<file path="config.mk">
export PLATFORM = sky130hd
export DESIGN_NAME = acc_top
export DESIGN_NICKNAME = d
export VERILOG_FILES = /design/src/logic/acc_pkg.sv /design/src/logic/acc_timer.sv /design/src/logic/acc_top.sv
export SDC_FILE = /design/constraint.sdc
export NUM_CORES = 1
export LEC_CHECK = 0
export BUFFER_PORTS_ARGS = -buffer_cell sky130_fd_sc_hd__buf_2
export CORE_UTILIZATION = 25
export DETAILED_ROUTE_END_ITERATION = 7
export GPL_TIMING_DRIVEN = 0
export PLACE_DENSITY = 0.46
export SETUP_SLACK_MARGIN = 0.15
export SLEW_MARGIN = 30
export SYNTH_ARGS = -nofsm -noshare
export SYNTH_HDL_FRONTEND = slang
export SYNTH_SLANG_ARGS = --single-unit
</file>
<file path="constraint.sdc">
create_clock -name aclk -period 4.15 [get_ports aclk]
set_input_delay 0.83 -clock aclk [delete_from_list [all_inputs] [get_ports aclk]]
set_output_delay 0.83 -clock aclk [all_outputs]
set_load 0.02 [all_outputs]
</file>
<file path="src/logic/acc_pkg.sv">
// Package for the conversion-control block: register map, field layout,
// timing constants and packed carriers.
// Assumes a 32-bit AXI4-Lite register bus and one 20 MHz clock.
package acc_pkg;

  // Register byte addresses
  localparam logic [3:0] ACC_CSR_ADDR  = 4'h0;
  localparam logic [3:0] ACC_STAT_ADDR = 4'h4;

  // Control/status field positions
  localparam int ACC_FLAG_BIT  = 7;
  localparam int ACC_IE_BIT    = 6;
  localparam int ACC_START_BIT = 5;
  localparam int ACC_SCAN_BIT  = 4;
  localparam int ACC_TSEL_BIT  = 3;
  localparam int ACC_LAST_BIT  = 2;

  // Conversion time in states
  localparam int ACC_SLOW_STATES = 266;
  localparam int ACC_FAST_STATES = 134;
  localparam int ACC_CNT_W       = 9;
  localparam logic [ACC_CNT_W-1:0] ACC_SLOW_CNT = 9'h10A;
  localparam logic [ACC_CNT_W-1:0] ACC_FAST_CNT = 9'h086;

  // AXI responses
  localparam logic [1:0] ACC_RESP_OKAY   = 2'h0;
  localparam logic [1:0] ACC_RESP_SLVERR = 2'h2;

  typedef struct packed {
    logic flag;
    logic irq_en;
    logic start;
    logic scan;
    logic tsel;
  } acc_ctrl_t;

  typedef enum logic [1:0] {ACC_IDLE, ACC_CONV} acc_state_t;

endpackage

</file>
<file path="src/logic/acc_timer.sv">
// Conversion-time counter: pulses done after the selected state count.
// Assumes start is a one-cycle pulse and abort stops the count at once.
`timescale 1ns/100ps
module acc_timer
  import acc_pkg::*;
(
  // Clock and reset
  input  wire logic aclk,
  input  wire logic aresetn,
  // Control
  input  wire logic start,
  input  wire logic abort,
  input  wire logic fast,
  // Status
  output logic      busy,
  output logic      done
);

  logic [ACC_CNT_W-1:0] cnt_q;
  logic                 busy_q;
  logic                 done_q;
  wire  [ACC_CNT_W-1:0] load_val = fast ? ACC_FAST_CNT : ACC_SLOW_CNT;
  wire                  last     = busy_q && (cnt_q == 9'h001);

  always_ff @(posedge aclk)
  begin
    if (!aresetn || abort)
    begin
      cnt_q  <= '0;
      busy_q <= 1'b0;
      done_q <= 1'b0;
    end
    else if (start)
    begin
      cnt_q  <= load_val;
      busy_q <= 1'b1;
      done_q <= 1'b0;
    end
    else
    begin
      cnt_q  <= busy_q ? cnt_q - 9'h001 : cnt_q;
      busy_q <= busy_q && !last;
      done_q <= last;
    end
  end

  assign busy = busy_q;
  assign done = done_q;

endmodule

</file>
<file path="src/logic/acc_top.sv">
// Conversion-control block of an on-chip A/D converter with AXI4-Lite
// control/status register, timer and external triggers.
// Assumes all inputs synchronous to aclk; channel count is a parameter.
// Behaviour
// - The end interrupt request is blocked while its enable is 0.
// - The start bit reads 1 for as long as a conversion runs.
// - Software, the timer trigger or the external trigger sets start.
// - Writing 0 to start stops conversion, and start resets to 0.
// - Single mode converts one channel, then hardware clears start.
// - Scan mode repeats the channel sequence until start is cleared.
// - Bit 4 selects single (0) or scan (1) mode and resets to 0.
// - Bit 3 selects 266 (0) or 134 (1) states and resets to 0.
// - The end flag sets after a single conversion or a full scan.
// - The end flag clears on 0 written after reading 1 or a DTC read.
`timescale 1ns/100ps
module acc_top
  import acc_pkg::*;
#(
  parameter int NUM_CH = 4
)
(
  // Clock and reset
  input  wire logic        aclk,
  input  wire logic        aresetn,
  // AXI4-Lite write address
  input  wire logic        s_axi_awvalid,
  output logic             s_axi_awready,
  input  wire logic [3:0]  s_axi_awaddr,
  // AXI4-Lite write data
  input  wire logic        s_axi_wvalid,
  output logic             s_axi_wready,
  input  wire logic [31:0] s_axi_wdata,
  input  wire logic [3:0]  s_axi_wstrb,
  // AXI4-Lite write response
  output logic             s_axi_bvalid,
  input  wire logic        s_axi_bready,
  output logic [1:0]       s_axi_bresp,
  // AXI4-Lite read address
  input  wire logic        s_axi_arvalid,
  output logic             s_axi_arready,
  input  wire logic [3:0]  s_axi_araddr,
  // AXI4-Lite read data
  output logic             s_axi_rvalid,
  input  wire logic        s_axi_rready,
  output logic [31:0]      s_axi_rdata,
  output logic [1:0]       s_axi_rresp,
  // Triggers, power modes and DTC result read
  input  wire logic        timer_conv_trigger,
  input  wire logic        external_conv_trigger_n,
  input  wire logic        standby_mode,
  input  wire logic        module_stop,
  input  wire logic        dtc_result_read,
  // Converter side
  output logic             conv_active,
  output logic [$clog2(NUM_CH)-1:0] conv_channel,
  output logic             conv_end_irq
);

  localparam int CH_W = $clog2(NUM_CH);
  localparam logic [CH_W-1:0] CH_LAST = CH_W'(NUM_CH - 1);

  acc_ctrl_t           ctrl_q;
  acc_state_t          state_q;
  logic [CH_W-1:0]     ch_q;
  logic                flag_seen_q;
  logic                aw_q;
  logic [3:0]          awaddr_q;
  logic                w_q;
  logic [31:0]         wdata_q;
  logic                wstrb0_q;
  logic                bvalid_q;
  logic [1:0]          bresp_q;
  logic                rvalid_q;
  logic [31:0]         rdata_q;
  logic [1:0]          rresp_q;
  logic                irq_q;
  logic                tmr_busy;
  logic                tmr_done;
  logic                aw_rdy_q;
  logic                w_rdy_q;
  logic                ar_rdy_q;

  // Write channel handshakes
  wire aw_take  = s_axi_awvalid && aw_rdy_q;
  wire w_take   = s_axi_wvalid && w_rdy_q;
  wire wr_fire  = aw_q && w_q && !bvalid_q;
  wire wr_csr   = wr_fire && (awaddr_q == ACC_CSR_ADDR) && wstrb0_q;
  wire wr_ok    = (awaddr_q == ACC_CSR_ADDR) || (awaddr_q == ACC_STAT_ADDR);

  // Channel occupancy after this edge, feeds the registered readies
  wire aw_next  = !wr_fire && (aw_q || aw_take);
  wire w_next   = !wr_fire && (w_q || w_take);
  wire b_next   = wr_fire || (bvalid_q && !s_axi_bready);

  // Read channel handshake
  wire ar_take  = s_axi_arvalid && ar_rdy_q;
  wire r_next   = ar_take || (rvalid_q && !s_axi_rready);
  wire rd_csr   = ar_take && (s_axi_araddr == ACC_CSR_ADDR);
  wire rd_stat  = ar_take && (s_axi_araddr == ACC_STAT_ADDR);

  // Software intent from the written byte
  wire sw_start = wr_csr && wdata_q[ACC_START_BIT];
  wire sw_stop  = wr_csr && !wdata_q[ACC_START_BIT];
  wire sw_fclr  = wr_csr && !wdata_q[ACC_FLAG_BIT] && flag_seen_q;
  wire idle_wr  = wr_csr && !ctrl_q.start;

  // Start sources and stop sources
  wire trig     = timer_conv_trigger || !external_conv_trigger_n;
  wire halt     = standby_mode || module_stop || sw_stop;
  wire set_req  = (sw_start || trig) && !halt;
  wire kick     = set_req && (state_q == ACC_IDLE) && !tmr_busy;
  wire at_last  = (ch_q == CH_LAST);

  // Conversion progress
  wire single_end = tmr_done && !ctrl_q.scan;
  wire scan_end   = tmr_done && ctrl_q.scan && at_last;
  wire next_conv  = tmr_done && ctrl_q.scan && !halt;
  wire flag_set   = single_end || scan_end;
  wire flag_clr   = sw_fclr || dtc_result_read;
  wire flag_clr_only = flag_clr && !flag_set;

  acc_timer u_timer
  (
    .aclk    (aclk),
    .aresetn (aresetn),
    .start   (kick || next_conv),
    .abort   (halt),
    .fast    (ctrl_q.tsel),
    .busy    (tmr_busy),
    .done    (tmr_done)
  );

  // AXI write side
  always_ff @(posedge aclk)
  begin
    if (!aresetn)
    begin
      aw_q     <= 1'b0;
      awaddr_q <= 4'h0;
      w_q      <= 1'b0;
      wdata_q  <= 32'h0;
      wstrb0_q <= 1'b0;
      bvalid_q <= 1'b0;
      bresp_q  <= ACC_RESP_OKAY;
    end
    else
    begin
      if (aw_take)
      begin
        aw_q     <= 1'b1;
        awaddr_q <= s_axi_awaddr;
      end
      if (w_take)
      begin
        w_q      <= 1'b1;
        wdata_q  <= s_axi_wdata;
        wstrb0_q <= s_axi_wstrb[0];
      end
      if (wr_fire)
      begin
        aw_q     <= 1'b0;
        w_q      <= 1'b0;
        bvalid_q <= 1'b1;
        bresp_q  <= wr_ok ? ACC_RESP_OKAY : ACC_RESP_SLVERR;
      end
      else if (bvalid_q && s_axi_bready)
      begin
        bvalid_q <= 1'b0;
      end
    end
  end

  // Registered channel readies
  always_ff @(posedge aclk)
  begin
    if (!aresetn)
    begin
      aw_rdy_q <= 1'b0;
      w_rdy_q  <= 1'b0;
      ar_rdy_q <= 1'b0;
    end
    else
    begin
      aw_rdy_q <= !aw_next && !b_next;
      w_rdy_q  <= !w_next && !b_next;
      ar_rdy_q <= !r_next;
    end
  end

  // AXI read side
  wire [31:0] csr_val = {24'h0, ctrl_q.flag, ctrl_q.irq_en, ctrl_q.start,
                         ctrl_q.scan, ctrl_q.tsel, 3'h0};
  wire [31:0] stat_val = {{(32-CH_W-2){1'b0}}, ch_q, at_last,
                          (state_q == ACC_CONV)};
  wire [31:0] rd_val = rd_csr ? csr_val : (rd_stat ? stat_val : 32'h0);

  always_ff @(posedge aclk)
  begin
    if (!aresetn)
    begin
      rvalid_q <= 1'b0;
      rdata_q  <= 32'h0;
      rresp_q  <= ACC_RESP_OKAY;
    end
    else if (ar_take)
    begin
      rvalid_q <= 1'b1;
      rdata_q  <= rd_val;
      rresp_q  <= (rd_csr || rd_stat) ? ACC_RESP_OKAY : ACC_RESP_SLVERR;
    end
    else if (rvalid_q && s_axi_rready)
    begin
      rvalid_q <= 1'b0;
    end
  end

  // Control register and conversion sequencing
  always_ff @(posedge aclk)
  begin
    if (!aresetn)
    begin
      ctrl_q      <= '0;
      state_q     <= ACC_IDLE;
      ch_q        <= '0;
      flag_seen_q <= 1'b0;
      irq_q       <= 1'b0;
    end
    else
    begin
      if (wr_csr)
      begin
        ctrl_q.irq_en <= wdata_q[ACC_IE_BIT];
      end
      if (idle_wr)
      begin
        ctrl_q.scan <= wdata_q[ACC_SCAN_BIT];
        ctrl_q.tsel <= wdata_q[ACC_TSEL_BIT];
      end
      if (flag_set)
      begin
        ctrl_q.flag <= 1'b1;
      end
      else if (flag_clr)
      begin
        ctrl_q.flag <= 1'b0;
      end
      if (rd_csr && ctrl_q.flag)
      begin
        flag_seen_q <= 1'b1;
      end
      else if (flag_clr || flag_set)
      begin
        flag_seen_q <= 1'b0;
      end
      case (state_q)
        ACC_IDLE:
        begin
          ch_q <= '0;
          if (kick)
          begin
            ctrl_q.start <= 1'b1;
            state_q      <= ACC_CONV;
          end
          else
          begin
            ctrl_q.start <= 1'b0;
          end
        end
        ACC_CONV:
        begin
          if (halt || single_end)
          begin
            ctrl_q.start <= 1'b0;
            state_q      <= ACC_IDLE;
            ch_q         <= '0;
          end
          else if (tmr_done)
          begin
            ch_q <= at_last ? '0 : ch_q + 1'b1;
          end
        end
        default:
        begin
          state_q <= ACC_IDLE;
        end
      endcase
      irq_q <= (ctrl_q.flag || flag_set) && !flag_clr_only &&
               ctrl_q.irq_en;
    end
  end

  // Outputs
  assign s_axi_awready = aw_rdy_q;
  assign s_axi_wready  = w_rdy_q;
  assign s_axi_bvalid  = bvalid_q;
  assign s_axi_bresp   = bresp_q;
  assign s_axi_arready = ar_rdy_q;
  assign s_axi_rvalid  = rvalid_q;
  assign s_axi_rdata   = rdata_q;
  assign s_axi_rresp   = rresp_q;
  assign conv_active   = ctrl_q.start;
  assign conv_channel  = ch_q;
  assign conv_end_irq  = irq_q;

endmodule

</file>
=== Yosys cells after proc, flatten, opt, wreduce, memory -nomap -nowiden ===
Cells that the tools add are included.

* Add/sub/neg operators: 2
* Muxes and demuxes: 26
* Reduce and logical (&&, ||, !) cells: 85
* Equal/unequal tests: 8
* Bitwise operators: 1

{| class="wikitable"
|+ Operators with widths
! cell !! number
|-
| $logic_and 1x1->1 || 35
|-
| $mux 9 || 3
|-
| $logic_not 1->1 || 19
|-
| $logic_or 1x1->1 || 17
|-
| $mux 2 || 7
|-
| $reduce_bool 2->1 || 6
|-
| $mux 1 || 11
|-
| $eq 9x1->1 const B || 1
|-
| $sub 9x1->9 const B || 1
|-
| $eq 4x3->1 const B || 2
|-
| $logic_not 4->1 || 2
|-
| $mux 8 || 1
|-
| $pmux 2 s2 || 2
|-
| $reduce_and 2->1 || 3
|-
| $mux 4 || 1
|-
| $reduce_or 2->1 || 2
|-
| $ne 3x1->1 const B || 1
|-
| $add 2x1->2 const B || 1
|-
| $eq 2x1->1 const B || 1
|-
| $eq 2x2->1 const B || 1
|-
| $logic_not 2->1 || 1
|-
| $ne 2x1->1 const B || 1
|-
| $ne 2x2->1 const B || 1
|-
| $pmux 1 s2 || 1
|-
| $not 1->1 || 1
|}

* Logic and storage cells: 147
* Output and inout bits: 45
* Register bits after elaboration: 78
* Input port bits: 56

=== Logic depth before layout (Yosys ltp) ===
* Depth in word-level cells: 12
* Mapped depth: 6
* Depth with buffers taken out: 6

=== Hierarchy ===
Synthesis repeated with hierarchy kept, for this count alone.

* Cells, all modules: 251
* Area, all modules: 2185.8 um^2

{| class="wikitable"
|+ Modules (own cells, without submodules)
! module !! times used !! area each (um^2) !! seq. area each (um^2) !! cells an instance
|-
| acc_top || 1 || 1610.3 || 740.7 || 187
|-
| acc_timer || 1 || 575.6 || 220.2 || 64
|}

=== Worst setup path after synthesis ===
Ideal clock, no wire load.

* Path kind: input port to flip-flop
* Start: input s_axi_araddr[1]
* End: register flag_seen_q
* Setup slack: 2.380 ns
* Path buffers: 0
* Stages on the path: 4
* Setup time: 0.071 ns
* Required time: 4.079 ns
* Arrival time: 1.700 ns
* Cells stage by stage: or3_1 -> nor3_1 -> nand2_1 -> a21oi_1

* Word-level cells in the longest chain between the ends: 4
* Elaborated cells on any way between the ends: 5
* Those cells by class: 1 x mux; 4 x reduce/logical

{| class="wikitable"
|+ Ends and longest elaborated chain
! item !! line !! text
|-
| from (decl) || acc_top.sv:41 || <nowiki>input wire logic [3:0] s_axi_araddr,</nowiki>
|-
| $logic_not 4->1 * || acc_top.sv:98 || <nowiki>wire rd_csr = ar_take && (s_axi_araddr == ACC_CSR_ADDR);</nowiki>
|-
| $logic_and 1x1->1 * || acc_top.sv:98 ||
|-
| $logic_and 1x1->1 * || acc_top.sv:247 || <nowiki>if (rd_csr && ctrl_q.flag)</nowiki>
|-
| $mux 1 or $reduce_bool 2->1 (tied branches) || n/a ||
|-
| to (signal assigned) || acc_top.sv:225 || <nowiki>flag_seen_q <= 1'b0;</nowiki>
|-
| to (signal assigned) || acc_top.sv:249 || <nowiki>flag_seen_q <= 1'b1;</nowiki>
|-
| to (signal assigned) || acc_top.sv:253 || <nowiki>flag_seen_q <= 1'b0;</nowiki>
|-
| to (decl) || acc_top.sv:65 || <nowiki>logic flag_seen_q;</nowiki>
|}

Mark *: on every way between the ends. The rest lies on a longest branch, timed or not.
A chain may end at the register's enable or synchronous reset.

=== Worst setup path after layout ===
* Start: register bvalid_q, in the netlist s_axi_bvalid
* End: register u_timer.cnt_q[8]

* Word-level cells in the longest chain between the ends: 12
* Elaborated cells on any way between the ends: 17
* Those cells by class: 1 x mux; 16 x reduce/logical

{| class="wikitable"
|+ Ends and longest elaborated chain
! item !! line !! text
|-
| from (decl) || acc_top.sv:71 || <nowiki>logic bvalid_q;</nowiki>
|-
| from (signal assigned) || acc_top.sv:143 || <nowiki>bvalid_q <= 1'b0;</nowiki>
|-
| from (signal assigned) || acc_top.sv:163 || <nowiki>bvalid_q <= 1'b1;</nowiki>
|-
| from (signal assigned) || acc_top.sv:168 || <nowiki>bvalid_q <= 1'b0;</nowiki>
|-
| $logic_not 1->1 * || acc_top.sv:86 || <nowiki>wire wr_fire = aw_q && w_q && !bvalid_q;</nowiki>
|-
| $logic_and 1x1->1 * || acc_top.sv:86 ||
|-
| $logic_and 1x1->1 * (2 in series) || acc_top.sv:87 || <nowiki>wire wr_csr = wr_fire && (awaddr_q == ACC_CSR_ADDR) && wstrb0_q;</nowiki>
|-
| $logic_and 1x1->1 || acc_top.sv:103 || <nowiki>wire sw_stop = wr_csr && !wdata_q[ACC_START_BIT];</nowiki>
|-
| $logic_or 1x1->1 || acc_top.sv:109 || <nowiki>wire halt = standby_mode || module_stop || sw_stop;</nowiki>
|-
| $logic_not 1->1 || acc_top.sv:110, acc_top.sv:117 ||
|-
| $logic_and 1x1->1 || acc_top.sv:110 || <nowiki>wire set_req = (sw_start || trig) && !halt;</nowiki>
|-
| $logic_and 1x1->1 (2 in series) || acc_top.sv:111 || <nowiki>wire kick = set_req && (state_q == ACC_IDLE) && !tmr_busy;</nowiki>
|-
| $logic_or 1x1->1 || acc_top.sv:126 || <nowiki>.start (kick || next_conv),</nowiki>
|-
| $mux 9 or $reduce_bool 2->1 (tied branches) || n/a ||
|-
| to (signal assigned) || acc_timer.sv:35 || <nowiki>cnt_q <= load_val;</nowiki>
|-
| to (signal assigned) || acc_timer.sv:41 || <nowiki>cnt_q <= busy_q ? cnt_q - 9'h001 : cnt_q;</nowiki>
|-
| to (decl) || acc_timer.sv:19 || <nowiki>logic [ACC_CNT_W-1:0] cnt_q;</nowiki>
|}

Marked as above.

==> flow_metrics.py <==
metrics = {
    "cells_and_area": {
        "area_delta_synth_final_pct": 24.5,
        "fillCellCount": 924,
        "n_antenna_cell": 0,
        "layout.nets": 380,
        "layout_commonest_cell": "dfxtp_1",
        "drive_gt1_share_pct": 28.3,
        "final_cell_mix": "dfxtp_1, buf_2, buf_4, conb_1, nor2_1",
    },
    "routing": {
        "wl_met3_um": 253,
        "highest_layer": "met4",
        "drtAntennaViolNets": 0,
        "routed_wl_um": 4710,
        "route.met2.wl_um": 2070,
        "route.detailed.drc": 0,
        "via_per_inst": 4.19,
        "first_iter_violations": 72,
        "drt_pass1_iterations": 4,
        "wl_met1_um": 2330,
        "detail_route.wl_per_cell_um": 11.0,
        "vias": 1788,
    },
    "global_route": {
        "grt_pass1_vias": 1606,
        "grt_max_degree": 15,
        "grt_usage_pct": 11.2,
        "overflow": 0,
        "grt_pass1_wl_um": 7820,
        "antenna_found_initial": 0,
    },
    "power_and_ir_drop": {
        "switching_share_pct": 26.9,
        "ir_drop_uv": 151,
        "netSwitchingPower_uw": 243,
        "sequentialPowerShare_pct": 53.6,
        "p_comb_share_pct": 14.0,
        "power.density_nw_per_um2": 333,
        "pwr-share-clk_pct": 32.4,
        "internal_power_uw": 661,
        "p_leak_uw": 0.00117,
    },
    "sta": {
        "fin_crit_sh_pct": 45.1,
        "worst_clock_skew_ns": 0.00522,
        "tightest_slew_ns": 0.583,
        "setup-violations-final": 0,
        "hold_violations": 0,
        "relSlewSlack_pct": 60.8,
        "slew_violations": 0,
        "period_needed_ns": 1.87,
        "rsz0062_at_grt": "no",
        "timing.fmax_mhz": 535,
        "setup_tns_ns": 0,
        "hold_ws_ns": 0.459,
    },
    "synthesis": {
        "ys_warn_count": 0,
        "syn-cell-area_um2": 2180,
        "yosysTopAreaCellShare_pct": 44.1,
        "ys_async_sr_fraction_pct": 0,
        "ys_ff_latch": 48,
        "seq_area_frac_synth_pct": 44.1,
        "synth-main-ff-cell": "dfxtp_1",
        "syn_avg_cell_area_um2": 8.86,
        "syn-instance-count": 246,
        "synth_edf_count": 0,
        "synth.area.top_cells": "dfxtp_1, buf_4, a21oi_1, nor2_1, nand2_1",
        "ys_types": 45,
        "yosys.area.top_type": "dfxtp_1",
    },
    "die": {
        "num_io_pins": 101,
        "core_um2": 8340,
        "start_util_pct": 26.1,
        "rows": 33,
        "die_h_um": 95.4,
        "die_area_um2": 9100,
        "die_w_um": 95.4,
    },
    "setup_path": {
        "r2r_slack_ns": 2.28,
        "arrival_ns": 2.05,
        "crit_type": "reg2reg",
        "cp-end-kind": "flop",
        "crit_fanout": 9,
        "worstPathRequired_ns": 4.33,
        "crit_path_start_kind": "flop",
    },
    "run": {
        "drv_cap": 0,
    },
    "clock_tree": {
        "cts_hold_buf": 0,
        "htreeDepth": 2,
        "cts.sinks": 48,
        "post-cts-setup-buffers": 0,
        "clockBufferDepth": 2,
        "tritoncts": "built",
        "clock_latency_ns": 0.30,
        "cts_root_buf": "clkbuf_8",
        "post_cts_resized": 0,
        "path_clk_slew_ns": 0.09,
        "cts_buffers": 5,
    },
    "outcome": {
        "status": "completed",
    },
    "placed_design": {
        "io_buffers": 43,
        "hpwl_um": 3660,
        "gp_congestion": 0.746,
    },
    "min_path": {
        "hold_path.class": "reg2reg",
    },
}
-- Yosys cell counts, types with 5 or more instances --
cell and instances:
buf_4 28, nand3_1 10, o21ai_0 6, a211oi_1 5, nor2_1 22, nand2_1 20
nor3_1 6, a22oi_1 6, inv_1 9, dfxtp_1 48, a21oi_1 21, and3_1 6
-- power by group through the flow --
stage | logic [µW] | clock network [µW] | registers (µW)
finish | 126 | 293 | 485
global route | 142 | 323 | 488
CTS | 127 | 303 | 485
detailed placement | 127 | 0 | 496
global placement | 126 | 0 | 496
floorplan | 88.9 | 0 | 500
-- layer usage --
layer,vias up,global-route usage (%)
met5,-,0
met4,0,3.36
met3,5,2.71
met2,48,17.1
met1,792,15.5
li1,943,-
-- state kept, by name (all words and copies together) (netlist names), 2 cells and up --
signal / cells
awaddr_q: 4
conv_channel: 2
csr_val: 4
s_axi_rdata: 8
u_timer.cnt_q: 9
wdata_q: 5
-- final cells by class --
| class | instances | area [µm²] | share of cell area [%] |
|---|---|---|---|
| clock inverters | 1 | 7.51 | 0.277 |
| plain buffers | 36 | 244 | 8.99 |
| well taps | 105 | 131 | 4.84 |
| flip-flops and latches | 48 | 961 | 35.4 |
| clock buffers | 7 | 86.3 | 3.18 |
| repair buffers | 43 | 215 | 7.93 |
| inverters | 10 | 37.5 | 1.38 |
| multi-input cells | 177 | 1030 | 38.0 |
-- final timing paths --
kind,start,end,cells after the start
min,s_axi_bresp[1],s_axi_bresp[1],2
min reg2reg,s_axi_bresp[1],s_axi_bresp[1],2
max,s_axi_bvalid,u_timer.cnt_q[8],5
max reg2reg,s_axi_bvalid,u_timer.cnt_q[8],5
-- kinds of logic after synthesis --
family / Yosys count / synth area share, %
adder cells (fa/ha/maj): 3 / 1.72
flip-flops: 48 / 44.1
AO/OA/AOI/OAI: 49 / 15.5
multiplexers: 3 / 1.38
other: 1 / 0.172
AND/OR/NAND/NOR: 88 / 21.0
XOR/XNOR: 8 / 3.21
buffers and inverters: 46 / 12.9
-- stage by stage --
step	instances	area (µm²)	worst slack [ns]	total power, µW	util, %
global route	427	2710	2.09	953	32.5
detailed placement	419	2620	1.98	622	31.4
CTS	427	2710	2.25	915	32.5
floorplan	271	2270	2.38	589	-
finish	427	2710	2.28	904	32.5
global placement	419	2620	2.03	622	31.4
-- worst max-delay path, cell delays in order, from the launching register on --
cell and delay, ns:
dfxtp_1 0.34, nand3b_1 0.39, o41ai_2 0.59, or2_2 0.19
buf_2 0.18, a211oi_1 0.07
Power figures use the tool's default switching activity.
